[src/shared/irq_pkg.sv]
// constants, field layouts and carrier types of the interrupt controller
package irq_pkg;
	localparam int NUM_SRC = 15;
	localparam int IDX_W = 5;
	localparam int REG_W = 8;

	// register byte addresses on the AXI4-Lite slave
	localparam logic [7:0] OFS_ENABLE = 8'hA8;
	localparam logic [7:0] OFS_PRIORITY = 8'hB8;
	localparam logic [7:0] OFS_EXT_ENABLE = 8'hE8;
	localparam logic [7:0] OFS_EXT_PRIORITY = 8'hF8;
	localparam logic [7:0] OFS_EXT_FLAG = 8'h90;
	localparam logic [7:0] OFS_CONTROL = 8'hC0;
	localparam logic [7:0] OFS_LOCAL_FLAG = 8'hC4;
	localparam logic [7:0] OFS_DEBUG_ID = 8'hC8;
	localparam logic [7:0] OFS_STATUS = 8'hCC;

	// reset values
	localparam logic [7:0] RST_ENABLE = 8'h00;
	localparam logic [7:0] RST_PRIORITY = 8'h00;
	localparam logic [7:0] RST_EXT_ENABLE = 8'h00;
	localparam logic [7:0] RST_EXT_PRIORITY = 8'h00;
	localparam logic [7:0] RST_DEBUG_ID = 8'h00;

	// field positions
	localparam int ENABLE_GLOBAL_BIT = 7;
	localparam int CONTROL_VSEL_BIT = 0;
	localparam int LFLAG_TIMER0_BIT = 0;
	localparam int LFLAG_TIMER1_BIT = 1;
	localparam int LFLAG_BKP_BIT = 2;
	localparam int LFLAG_DBG_BIT = 3;
	localparam int STATUS_REQ_BIT = 5;
	localparam int STATUS_INSVC_LSB = 8;
	localparam int STATUS_VEC_LSB = 16;

	// natural order indices (0 is natural rank 1)
	localparam logic [4:0] IDX_TIMER0 = 5'h01;
	localparam logic [4:0] IDX_TIMER1 = 5'h03;
	localparam logic [4:0] IDX_BKP = 5'h0F;
	localparam logic [4:0] IDX_DBG = 5'h10;

	// vectors
	localparam logic [7:0] VEC_LOW_LSBS = 8'h03;
	localparam logic [7:0] VEC_BASE_LOW = 8'h00;
	localparam logic [7:0] VEC_BASE_HIGH = 8'hF0;
	localparam logic [15:0] VEC_BKP = 16'hF080;
	localparam logic [15:0] VEC_DBG = 16'hF0C0;
	localparam logic [15:0] VEC_RESET = 16'h0000;

	localparam logic [1:0] RESP_OKAY = 2'h0;
	localparam logic [1:0] RESP_SLVERR = 2'h2;

	typedef enum logic [1:0] {
		CLS_LOW,
		CLS_HIGH,
		CLS_DEBUG
	} irq_class_t;

	// raw request inputs, all from logic on the system clock
	typedef struct packed {
		logic pin_group0_request;
		logic pin_group1_request;
		logic timer0_overflow;
		logic timer1_overflow;
		logic uart0_request;
		logic timer2_overflow_flag;
		logic uart2_request;
		logic i2c_master_request;
		logic [1:0] line2_src;
		logic [4:0] line3_src;
		logic line4_src;
		logic watchdog_irq_flag;
		logic [2:0] line6_src;
		logic [2:0] line7_src;
		logic [4:0] line8_src;
		logic breakpoint_match;
		logic debug_port_mode;
		logic host_debug_request;
		logic [7:0] host_debug_id;
	} irq_src_t;

	typedef struct packed {
		logic valid;
		logic [4:0] index;
		irq_class_t cls;
	} irq_winner_t;
endpackage : irq_pkg

[src/logic/irq_sampler.sv]
// register stage that samples every request input on the rising clock edge
`timescale 1ns/1ps
module irq_sampler (
	input wire logic clock,
	input wire logic rst,
	input irq_pkg::irq_src_t src,
	output irq_pkg::irq_src_t sampled
);
	irq_pkg::irq_src_t sample_q;
	irq_pkg::irq_src_t sample_d;

	always_comb begin
		sample_d = src;
	end

	always_ff @(posedge clock) begin
		if (rst) begin
			sample_q <= '0;
		end else begin
			sample_q <= sample_d;
		end
	end

	assign sampled = sample_q;
endmodule : irq_sampler

[src/logic/irq_arbiter.sv]
// registered winner selection: debug, breakpoint, high level, low level, then natural order
`timescale 1ns/1ps
module irq_arbiter (
	input wire logic clock,
	input wire logic rst,
	input wire logic [14:0] pending,
	input wire logic [14:0] high_level,
	input wire logic bkp_pending,
	input wire logic dbg_pending,
	output irq_pkg::irq_winner_t winner
);
	irq_pkg::irq_winner_t win_q;
	irq_pkg::irq_winner_t win_d;
	logic [14:0] hi_req;
	logic [14:0] lo_req;

	always_comb begin
		hi_req = pending & high_level;
		lo_req = pending & ~high_level;
		win_d = '0;
		win_d.cls = irq_pkg::CLS_LOW;
		// scanning downward leaves the lowest natural rank as the survivor
		for (int i = irq_pkg::NUM_SRC - 1; i >= 0; i--) begin
			if (lo_req[i]) begin
				win_d.valid = 1'b1;
				win_d.index = 5'(i);
			end
		end
		if (|hi_req) begin
			for (int i = irq_pkg::NUM_SRC - 1; i >= 0; i--) begin
				if (hi_req[i]) begin
					win_d.index = 5'(i);
				end
			end
			win_d.valid = 1'b1;
			win_d.cls = irq_pkg::CLS_HIGH;
		end
		if (bkp_pending || dbg_pending) begin
			win_d.valid = 1'b1;
			win_d.cls = irq_pkg::CLS_DEBUG;
			win_d.index = dbg_pending ? irq_pkg::IDX_DBG : irq_pkg::IDX_BKP;
		end
	end

	always_ff @(posedge clock) begin
		if (rst) begin
			win_q <= '0;
		end else begin
			win_q <= win_d;
		end
	end

	assign winner = win_q;
endmodule : irq_arbiter

[src/logic/irq_controller.sv]
// interrupt controller top: AXI4-Lite registers, flags, gating, in-service tracking, vector
`timescale 1ns/1ps
// Notes on behaviour
// - fifteen peripheral sources, each assignable to a low or high level
// - every request input is registered on the rising clock edge before arbitration
// - pending enabled requests steer the core to the single best vector
// - sources: seven core peripherals, six shared external lines, two pin groups
// - software writes may clear flags but never set them
// - any high-level request beats every low-level request
// - equal levels resolve by fixed natural order, pin group 0 first
// - vectors 0x0003 plus eight per rank; base select moves upper byte to 0xF0
// - timer 0 and 1 flags clear on service; i2c, breakpoint and debug flags need software
// - each shared line is the OR of its peripheral requests
// - debug and breakpoint outrank all; debug 0xF0C0 beats breakpoint 0xF080
// - debug request when slave is debug port and host id matches
// - breakpoint request raised whenever the breakpoint match occurs
// - debug and breakpoint ignore the global and individual enables
// - each source needs its own enable and the global enable
// - eight-bit enable register resets to zero with documented bit order
// - priority bit 1 means high level, 0 means low level
// - shared-line flags mirror their sources and stay while any is set
// - writes to shared-line flag bits are ignored
module irq_controller (
	input wire logic clock,
	input wire logic rst,
	input irq_pkg::irq_src_t src,
	input wire logic irq_ack,
	input wire logic irq_return,
	output logic irq_request,
	output logic [15:0] vector_address,
	input wire logic [31:0] s_axi_awaddr,
	input wire logic s_axi_awvalid,
	output logic s_axi_awready,
	input wire logic [31:0] s_axi_wdata,
	input wire logic [3:0] s_axi_wstrb,
	input wire logic s_axi_wvalid,
	output logic s_axi_wready,
	output logic [1:0] s_axi_bresp,
	output logic s_axi_bvalid,
	input wire logic s_axi_bready,
	input wire logic [31:0] s_axi_araddr,
	input wire logic s_axi_arvalid,
	output logic s_axi_arready,
	output logic [31:0] s_axi_rdata,
	output logic [1:0] s_axi_rresp,
	output logic s_axi_rvalid,
	input wire logic s_axi_rready
);
	irq_pkg::irq_src_t smp;
	irq_pkg::irq_winner_t win;

	// ---------------- register state
	logic [7:0] enable_q, enable_d;
	logic [7:0] prio_q, prio_d;
	logic [7:0] ext_enable_q, ext_enable_d;
	logic [7:0] ext_prio_q, ext_prio_d;
	logic [7:0] debug_id_q, debug_id_d;
	logic vsel_q, vsel_d;
	logic tf0_q, tf0_d;
	logic tf1_q, tf1_d;
	logic i2c_master_request_q, i2c_master_request_d;
	logic bkp_q, bkp_d;
	logic dbg_q, dbg_d;

	// ---------------- bus state
	logic aw_have_q, aw_have_d;
	logic w_have_q, w_have_d;
	logic [7:0] awaddr_q, awaddr_d;
	logic [31:0] wdata_q, wdata_d;
	logic [3:0] wstrb_q, wstrb_d;
	logic awready_q, awready_d;
	logic wready_q, wready_d;
	logic bvalid_q, bvalid_d;
	logic [1:0] bresp_q, bresp_d;
	logic arready_q, arready_d;
	logic rvalid_q, rvalid_d;
	logic [1:0] rresp_q, rresp_d;
	logic [31:0] rdata_q, rdata_d;

	// ---------------- service state
	logic [2:0] insvc_q, insvc_d;
	logic req_q, req_d;
	logic [15:0] vec_q, vec_d;

	// ---------------- combinational helpers
	logic line2, line3, line4, line6, line7, line8;
	logic [14:0] raw_flags;
	logic [14:0] enables;
	logic [14:0] pending;
	logic dbg_hit;
	logic aw_take, w_take, ar_take, do_write;
	logic [7:0] wr_addr;
	logic [31:0] wr_data;
	logic [3:0] wr_strb;
	logic wr_byte0;
	logic wr_hit;
	logic rd_hit;
	logic [31:0] rd_val;
	logic [7:0] ext_flag_view;
	logic [7:0] local_flag_view;
	logic take;
	logic ack_tf0, ack_tf1;
	logic [2:0] insvc_mid;
	logic blocked;

	irq_sampler u_sampler (
		.clock(clock),
		.rst(rst),
		.src(src),
		.sampled(smp)
	);

	always_comb begin
		// shared lines are plain ORs, so they clear only when every source has cleared
		line2 = |smp.line2_src;
		line3 = |smp.line3_src;
		line4 = smp.line4_src;
		line6 = |smp.line6_src;
		line7 = |smp.line7_src;
		line8 = |smp.line8_src;
		// seven core sources, six shared lines, two pin groups in natural order
		raw_flags = {line8, line7, line6, smp.watchdog_irq_flag, line4, line3, line2,
			i2c_master_request_q, smp.uart2_request, smp.timer2_overflow_flag, smp.uart0_request,
			tf1_q, smp.pin_group1_request, tf0_q, smp.pin_group0_request};
		enables = {ext_enable_q, enable_q[6:0]};
		pending = raw_flags & enables & {15{enable_q[irq_pkg::ENABLE_GLOBAL_BIT]}};
		dbg_hit = smp.debug_port_mode && smp.host_debug_request
			&& (smp.host_debug_id == debug_id_q);
	end

	irq_arbiter u_arbiter (
		.clock(clock),
		.rst(rst),
		.pending(pending),
		.high_level({ext_prio_q, prio_q[6:0]}),
		.bkp_pending(bkp_q),
		.dbg_pending(dbg_q),
		.winner(win)
	);

	// ---------------- AXI4-Lite write and read channels
	always_comb begin
		aw_take = s_axi_awvalid && awready_q;
		w_take = s_axi_wvalid && wready_q;
		ar_take = s_axi_arvalid && arready_q;
		awaddr_d = aw_take ? s_axi_awaddr[7:0] : awaddr_q;
		wdata_d = w_take ? s_axi_wdata : wdata_q;
		wstrb_d = w_take ? s_axi_wstrb : wstrb_q;
		wr_addr = awaddr_d;
		wr_data = wdata_d;
		wr_strb = wstrb_d;
		do_write = (aw_have_q || aw_take) && (w_have_q || w_take);
		aw_have_d = (aw_have_q || aw_take) && !do_write;
		w_have_d = (w_have_q || w_take) && !do_write;
		bvalid_d = do_write || (bvalid_q && !s_axi_bready);
		awready_d = !aw_have_d && !bvalid_d;
		wready_d = !w_have_d && !bvalid_d;
		case (wr_addr)
			irq_pkg::OFS_ENABLE, irq_pkg::OFS_PRIORITY, irq_pkg::OFS_EXT_ENABLE,
			irq_pkg::OFS_EXT_PRIORITY, irq_pkg::OFS_EXT_FLAG, irq_pkg::OFS_CONTROL,
			irq_pkg::OFS_LOCAL_FLAG, irq_pkg::OFS_DEBUG_ID, irq_pkg::OFS_STATUS: wr_hit = 1'b1;
			default: wr_hit = 1'b0;
		endcase
		bresp_d = do_write ? (wr_hit ? irq_pkg::RESP_OKAY : irq_pkg::RESP_SLVERR) : bresp_q;
		wr_byte0 = do_write && wr_strb[0];
	end

	always_comb begin
		ext_flag_view = {line8, line7, line6, 1'b0, line4, line3, line2, i2c_master_request_q};
		local_flag_view = {4'h0, dbg_q, bkp_q, tf1_q, tf0_q};
		rd_hit = 1'b1;
		case (s_axi_araddr[7:0])
			irq_pkg::OFS_ENABLE: rd_val = {24'h000000, enable_q};
			irq_pkg::OFS_PRIORITY: rd_val = {25'h0000000, prio_q[6:0]};
			irq_pkg::OFS_EXT_ENABLE: rd_val = {24'h000000, ext_enable_q};
			irq_pkg::OFS_EXT_PRIORITY: rd_val = {24'h000000, ext_prio_q};
			irq_pkg::OFS_EXT_FLAG: rd_val = {24'h000000, ext_flag_view};
			irq_pkg::OFS_CONTROL: rd_val = {31'h00000000, vsel_q};
			irq_pkg::OFS_LOCAL_FLAG: rd_val = {24'h000000, local_flag_view};
			irq_pkg::OFS_DEBUG_ID: rd_val = {24'h000000, debug_id_q};
			irq_pkg::OFS_STATUS: rd_val = {vec_q, 5'h00, insvc_q, 2'h0, req_q, win.index};
			default: begin
				rd_val = 32'h00000000;
				rd_hit = 1'b0;
			end
		endcase
		rvalid_d = ar_take || (rvalid_q && !s_axi_rready);
		arready_d = !rvalid_d;
		rdata_d = ar_take ? rd_val : rdata_q;
		rresp_d = ar_take ? (rd_hit ? irq_pkg::RESP_OKAY : irq_pkg::RESP_SLVERR) : rresp_q;
	end

	// ---------------- software registers and flags
	always_comb begin
		take = irq_ack && req_q;
		ack_tf0 = take && (win.cls != irq_pkg::CLS_DEBUG) && (win.index == irq_pkg::IDX_TIMER0);
		ack_tf1 = take && (win.cls != irq_pkg::CLS_DEBUG) && (win.index == irq_pkg::IDX_TIMER1);
		enable_d = enable_q;
		prio_d = prio_q;
		ext_enable_d = ext_enable_q;
		ext_prio_d = ext_prio_q;
		debug_id_d = debug_id_q;
		vsel_d = vsel_q;
		tf0_d = tf0_q;
		tf1_d = tf1_q;
		i2c_master_request_d = i2c_master_request_q;
		bkp_d = bkp_q;
		dbg_d = dbg_q;
		if (wr_byte0) begin
			case (wr_addr)
				irq_pkg::OFS_ENABLE: enable_d = wr_data[7:0];
				irq_pkg::OFS_PRIORITY: prio_d = wr_data[7:0];
				irq_pkg::OFS_EXT_ENABLE: ext_enable_d = wr_data[7:0];
				irq_pkg::OFS_EXT_PRIORITY: ext_prio_d = wr_data[7:0];
				irq_pkg::OFS_DEBUG_ID: debug_id_d = wr_data[7:0];
				irq_pkg::OFS_CONTROL: vsel_d = wr_data[irq_pkg::CONTROL_VSEL_BIT];
				// writing 0 clears a flag, writing 1 leaves it alone
				irq_pkg::OFS_EXT_FLAG: begin
					i2c_master_request_d = i2c_master_request_q && wr_data[0];
				end
				irq_pkg::OFS_LOCAL_FLAG: begin
					tf0_d = tf0_q && wr_data[irq_pkg::LFLAG_TIMER0_BIT];
					tf1_d = tf1_q && wr_data[irq_pkg::LFLAG_TIMER1_BIT];
					bkp_d = bkp_q && wr_data[irq_pkg::LFLAG_BKP_BIT];
					dbg_d = dbg_q && wr_data[irq_pkg::LFLAG_DBG_BIT];
				end
				default: ;
			endcase
		end
		if (ack_tf0) tf0_d = 1'b0;
		if (ack_tf1) tf1_d = 1'b0;
		// hardware sets last so an event in the clearing cycle is kept
		if (smp.timer0_overflow) tf0_d = 1'b1;
		if (smp.timer1_overflow) tf1_d = 1'b1;
		if (smp.i2c_master_request) i2c_master_request_d = 1'b1;
		if (smp.breakpoint_match) bkp_d = 1'b1;
		if (dbg_hit) dbg_d = 1'b1;
	end

	// ---------------- in-service tracking and core request
	always_comb begin
		insvc_mid = insvc_q;
		// return retires the handler of the highest active level
		if (irq_return) begin
			if (insvc_q[2]) insvc_mid[2] = 1'b0;
			else if (insvc_q[1]) insvc_mid[1] = 1'b0;
			else insvc_mid[0] = 1'b0;
		end
		insvc_d = insvc_mid;
		if (take) insvc_d[win.cls] = 1'b1;
		// a request needs a strictly higher level than anything in service
		case (win.cls)
			irq_pkg::CLS_LOW: blocked = |insvc_d;
			irq_pkg::CLS_HIGH: blocked = |insvc_d[2:1];
			irq_pkg::CLS_DEBUG: blocked = insvc_d[2];
			default: blocked = 1'b1;
		endcase
		req_d = win.valid && !blocked;
		if (win.index == irq_pkg::IDX_DBG) vec_d = irq_pkg::VEC_DBG;
		else if (win.index == irq_pkg::IDX_BKP) vec_d = irq_pkg::VEC_BKP;
		else vec_d = {vsel_q ? irq_pkg::VEC_BASE_HIGH : irq_pkg::VEC_BASE_LOW,
			win.index, irq_pkg::VEC_LOW_LSBS[2:0]};
	end

	always_ff @(posedge clock) begin
		if (rst) begin
			enable_q <= irq_pkg::RST_ENABLE;
			prio_q <= irq_pkg::RST_PRIORITY;
			ext_enable_q <= irq_pkg::RST_EXT_ENABLE;
			ext_prio_q <= irq_pkg::RST_EXT_PRIORITY;
			debug_id_q <= irq_pkg::RST_DEBUG_ID;
			vsel_q <= 1'b0;
			tf0_q <= 1'b0;
			tf1_q <= 1'b0;
			i2c_master_request_q <= 1'b0;
			bkp_q <= 1'b0;
			dbg_q <= 1'b0;
			aw_have_q <= 1'b0;
			w_have_q <= 1'b0;
			awaddr_q <= 8'h00;
			wdata_q <= 32'h00000000;
			wstrb_q <= 4'h0;
			awready_q <= 1'b0;
			wready_q <= 1'b0;
			bvalid_q <= 1'b0;
			bresp_q <= irq_pkg::RESP_OKAY;
			arready_q <= 1'b0;
			rvalid_q <= 1'b0;
			rresp_q <= irq_pkg::RESP_OKAY;
			rdata_q <= 32'h00000000;
			insvc_q <= 3'h0;
			req_q <= 1'b0;
			vec_q <= irq_pkg::VEC_RESET;
		end else begin
			enable_q <= enable_d;
			prio_q <= prio_d;
			ext_enable_q <= ext_enable_d;
			ext_prio_q <= ext_prio_d;
			debug_id_q <= debug_id_d;
			vsel_q <= vsel_d;
			tf0_q <= tf0_d;
			tf1_q <= tf1_d;
			i2c_master_request_q <= i2c_master_request_d;
			bkp_q <= bkp_d;
			dbg_q <= dbg_d;
			aw_have_q <= aw_have_d;
			w_have_q <= w_have_d;
			awaddr_q <= awaddr_d;
			wdata_q <= wdata_d;
			wstrb_q <= wstrb_d;
			awready_q <= awready_d;
			wready_q <= wready_d;
			bvalid_q <= bvalid_d;
			bresp_q <= bresp_d;
			arready_q <= arready_d;
			rvalid_q <= rvalid_d;
			rresp_q <= rresp_d;
			rdata_q <= rdata_d;
			insvc_q <= insvc_d;
			req_q <= req_d;
			vec_q <= vec_d;
		end
	end

	assign irq_request = req_q;
	assign vector_address = vec_q;
	assign s_axi_awready = awready_q;
	assign s_axi_wready = wready_q;
	assign s_axi_bvalid = bvalid_q;
	assign s_axi_bresp = bresp_q;
	assign s_axi_arready = arready_q;
	assign s_axi_rvalid = rvalid_q;
	assign s_axi_rresp = rresp_q;
	assign s_axi_rdata = rdata_q;
endmodule : irq_controller

[config.mk]
export PLATFORM = sky130hd
export DESIGN_NAME = irq_controller
export DESIGN_NICKNAME = d
export VERILOG_FILES = /design/src/shared/irq_pkg.sv /design/src/logic/irq_sampler.sv /design/src/logic/irq_arbiter.sv /design/src/logic/irq_controller.sv
export SDC_FILE = /design/constraint.sdc
export NUM_CORES = 1
export LEC_CHECK = 0
export BUFFER_PORTS_ARGS = -buffer_cell sky130_fd_sc_hd__buf_2
export CORE_UTILIZATION = 30
export DETAILED_ROUTE_END_ITERATION = 16
export GPL_TIMING_DRIVEN = 1
export MAX_ROUTING_LAYER = met4
export PLACE_DENSITY_LB_ADDON = 0.12
export SLEW_MARGIN = 30
export SYNTH_ARGS = -nofsm -noshare
export SYNTH_HDL_FRONTEND = slang
export SYNTH_SLANG_ARGS = --single-unit
[constraint.sdc]
create_clock -name clock -period 2.7 [get_ports clock]
set_input_delay 0.27 -clock clock [delete_from_list [all_inputs] [get_ports clock]]
set_output_delay 0.27 -clock clock [all_outputs]
set_load 0.05 [all_outputs]
==> flow_summary.toml <==
[cts]
clk_pin_slew_worst_paths_ns = 0.07
clockBufferDepth = 2
hold_buffers = 0
clockRootBuffer = "clkbuf_16"
cts.sinks = 147
insertion_delay_ns = 0.43
cts_buffers = 17
tritoncts = "built"
cts_resized = 0
cts.htree.levels = 4
postCtsSetupRepairBufs = 0

[power]
p_int_mw = 3.85
clockPowerShare_pct = 47.1
power_mw = 5.18
peakVddDrop_v = 0.000374
seqPwrFrac_pct = 44.3
swShare_pct = 25.5
pwr-share-comb_pct = 8.7
p_leak_nw = 3.33
powerDensity_nw_per_um2 = 656
power_switching_mw = 1.32

[critical_path]
cp.required_ns = 3.00
worstPathArrival_ns = 2.67
critPathKind = "register to register"
worst_setup_path_start_kind = "register"
reg2reg_setup_slack_ns = 0.33
critPathBufInv = 0
crit_start = "s_axi_awready"
path_depth = 6
reg2reg_depth = 6
crit_family = "simple AND/OR/NAND/NOR gates"
crit_path_end_kind = "register"
rr_endpoint = "ext_prio_q[3]"
crit_path_max_incr_delay_ns = 0.57
path_cells = "and2_1 -> nand3_2 -> a2111oi_4 -> nor3b_4 -> mux2i_1 -> nor2_1"
critPathCapture = "ext_prio_q[3]"
reg2reg_from = "s_axi_awready"
critPathSlowestCell = "nor3b_4"
cp_max_fo = 10

[floorplan]
die_h_um = 149
fp.dieArea_um2 = 22100
core_um2 = 21000
die_w_um = 149
pin_count = 206
start_util_pct = 30.7
rows = 53

[cells_and_area]
antennaDiodeCount = 0
layout-drive-gt1-share_pct = 23.6
layout_commonest_cell = "dfxtp_1"
nNetsFinal = 978
multiInputGateArea_um2 = 3170
utilization_pct = 37.5
fin_cells = 1118
layout_common_cells = "147 x dfxtp_1, 112 x buf_2, 65 x nor2_1, 55 x nand2_1, 46 x o21ai_0"
syn2layout_area_growth_pct = 22.4
regArea_um2 = 2940
fill_cells = 2170

[timing]
finalCriticalPeriod_ns = 2.37
rsz0062_at_grt = "no"
finClkSkew_ns = 0.00952
worst_slew_margin_rel_pct = 48.3
setup_tns_ns = 0
setup_ws_ns = 0.330
timing.fmax_mhz = 422
maxSlewViolCount = 0
min_period_over_period_pct = 87.8
tightest_slew_ns = 0.774
setup_viol = 0
finalHoldViolations = 0

[synthesis]
yosysSeqAreaShare_pct = 45.7
synth_area_per_cell_um2 = 8.99
synthCells = 717
yosys_warnings = 0
synth_seq_cells = 147
synthArstFlopShare_pct = 0
syn_area_um2 = 6450
synth_edf_count = 0
ys.flop_type = "dfxtp_1"
netlist-cell-type-count = 71

[outcome]
status = "finished, final reports clean"

[routing]
met3_length_um = 952
dr_total_vias = 5618
postRouteAntennaNets = 0
highest_layer = "met4"
drcViolationCount = 0
wl_per_cell_um = 17.3
first_iter_violations = 410
routed_wl_um = 19300
met2_length_um = 9220
drtPass1Iterations = 5
drt-met1-wl_um = 8720
viasPerCell = 5.03

[grt]
grt-ovfl-total = 0
antenna_found_initial = 0
grt_pass1_wl_um = 29400
grt_use_total_pct = 18.4
grt_max_degree = 42
grt_pass1_vias = 5268

[placement]
numPlacedInstances = 1086
portBuffers = 113
hpwl_um = 14900
place_ws_ns = 0.362
gp_congestion = 0.911

[min_path]
hp-class = "primary input to register"

[job]
maxCapViolations = 0
## layer usage
layer / track usage (%) / vias to the layer above
li1: - / 2755
met4: 6.86 / 0
met1: 22.9 / 2673
met3: 3.59 / 27
met2: 29.5 / 163
met5: - / -
## cell usage after synthesis (all sizes together), types with 10 or more instances
library cell | number | area, um^2
dfxtp | 147 | 2940
nor2 | 65 | 244
nand2 | 55 | 206
o21ai | 48 | 240
nor2b | 44 | 275
nand3 | 43 | 220
buf | 37 | 251
a21oi | 35 | 175
clkbuf | 23 | 86.3
nor3 | 20 | 111
a22oi | 17 | 128
nand4 | 17 | 106
inv | 15 | 56.3
mux2i | 12 | 124
nand2b | 11 | 68.8
mux2 | 10 | 113
## through the flow
step           hold slack (ns)  cell area (um^2)
6_report                0.0421              7890
5_1_grt                 0.0424              7890
4_1_cts                 0.0308              7890
3_5_place_dp             0.431              7280
3_3_place_gp             0.435              7280
2_1_floorplan            0.398              6510
## final cells by class
| class | instances | share of cell area (%) |
|---|---|---|
| clock inverter | 14 | 2.28 |
| timing repair buffer | 138 | 9.74 |
| clock buffer | 18 | 5.44 |
| tap | 275 | 4.36 |
| inverter | 15 | 0.714 |
| multi-input combinational | 511 | 40.2 |
| sequential | 147 | 37.3 |
## state kept, by name (all words and copies together), names as in the netlist, 7 cells and up
register           cells
awaddr_q               8
debug_id_q             8
enable_q               8
ext_enable_q           8
ext_prio_q             8
prio_q                 7
s_axi_rdata           18
u_arbiter.winner       8
u_sampler.sampled     39
vector_address         7
wdata_q                8
## worst min-delay path by stage
stage / from / to / cells after the start
after floorplan: src[0] / u_sampler.sampled[0] / 1
after global placement: u_sampler.sampled[31] / i2c_master_request_q / 2
after detailed placement: u_sampler.sampled[31] / i2c_master_request_q / 2
after CTS: src[34] / u_sampler.sampled[34] / 2
after global routing: src[32] / u_sampler.sampled[32] / 2
final: src[34] / u_sampler.sampled[34] / 2
## cell families (layout without fill, tap and decap cells)
| kind of cell | Yosys count | after routing | share of synthesized area [%] |
|---|---|---|---|
| compound gates | 148 | 148 | 14.8 |
| simple gates | 309 | 309 | 26.2 |
| xor+xnor | 8 | 8 | 1.09 |
| flops | 147 | 147 | 45.7 |
| mux | 29 | 29 | 6.11 |
| buf+inv | 75 | 185 | 6.11 |
| other cells | 1 | 17 | 0.0582 |
## power by group through the flow
stage / combinational, mW / clock (mW) / sequential [mW]
finish: 0.449 / 2.44 / 2.29
detailed placement: 0.452 / 0 / 2.34
global placement: 0.445 / 0 / 2.34
global route: 0.487 / 2.59 / 2.30
CTS: 0.453 / 2.49 / 2.29
floorplan: 0.280 / 0 / 2.37
(Power assumes the default switching activity.)
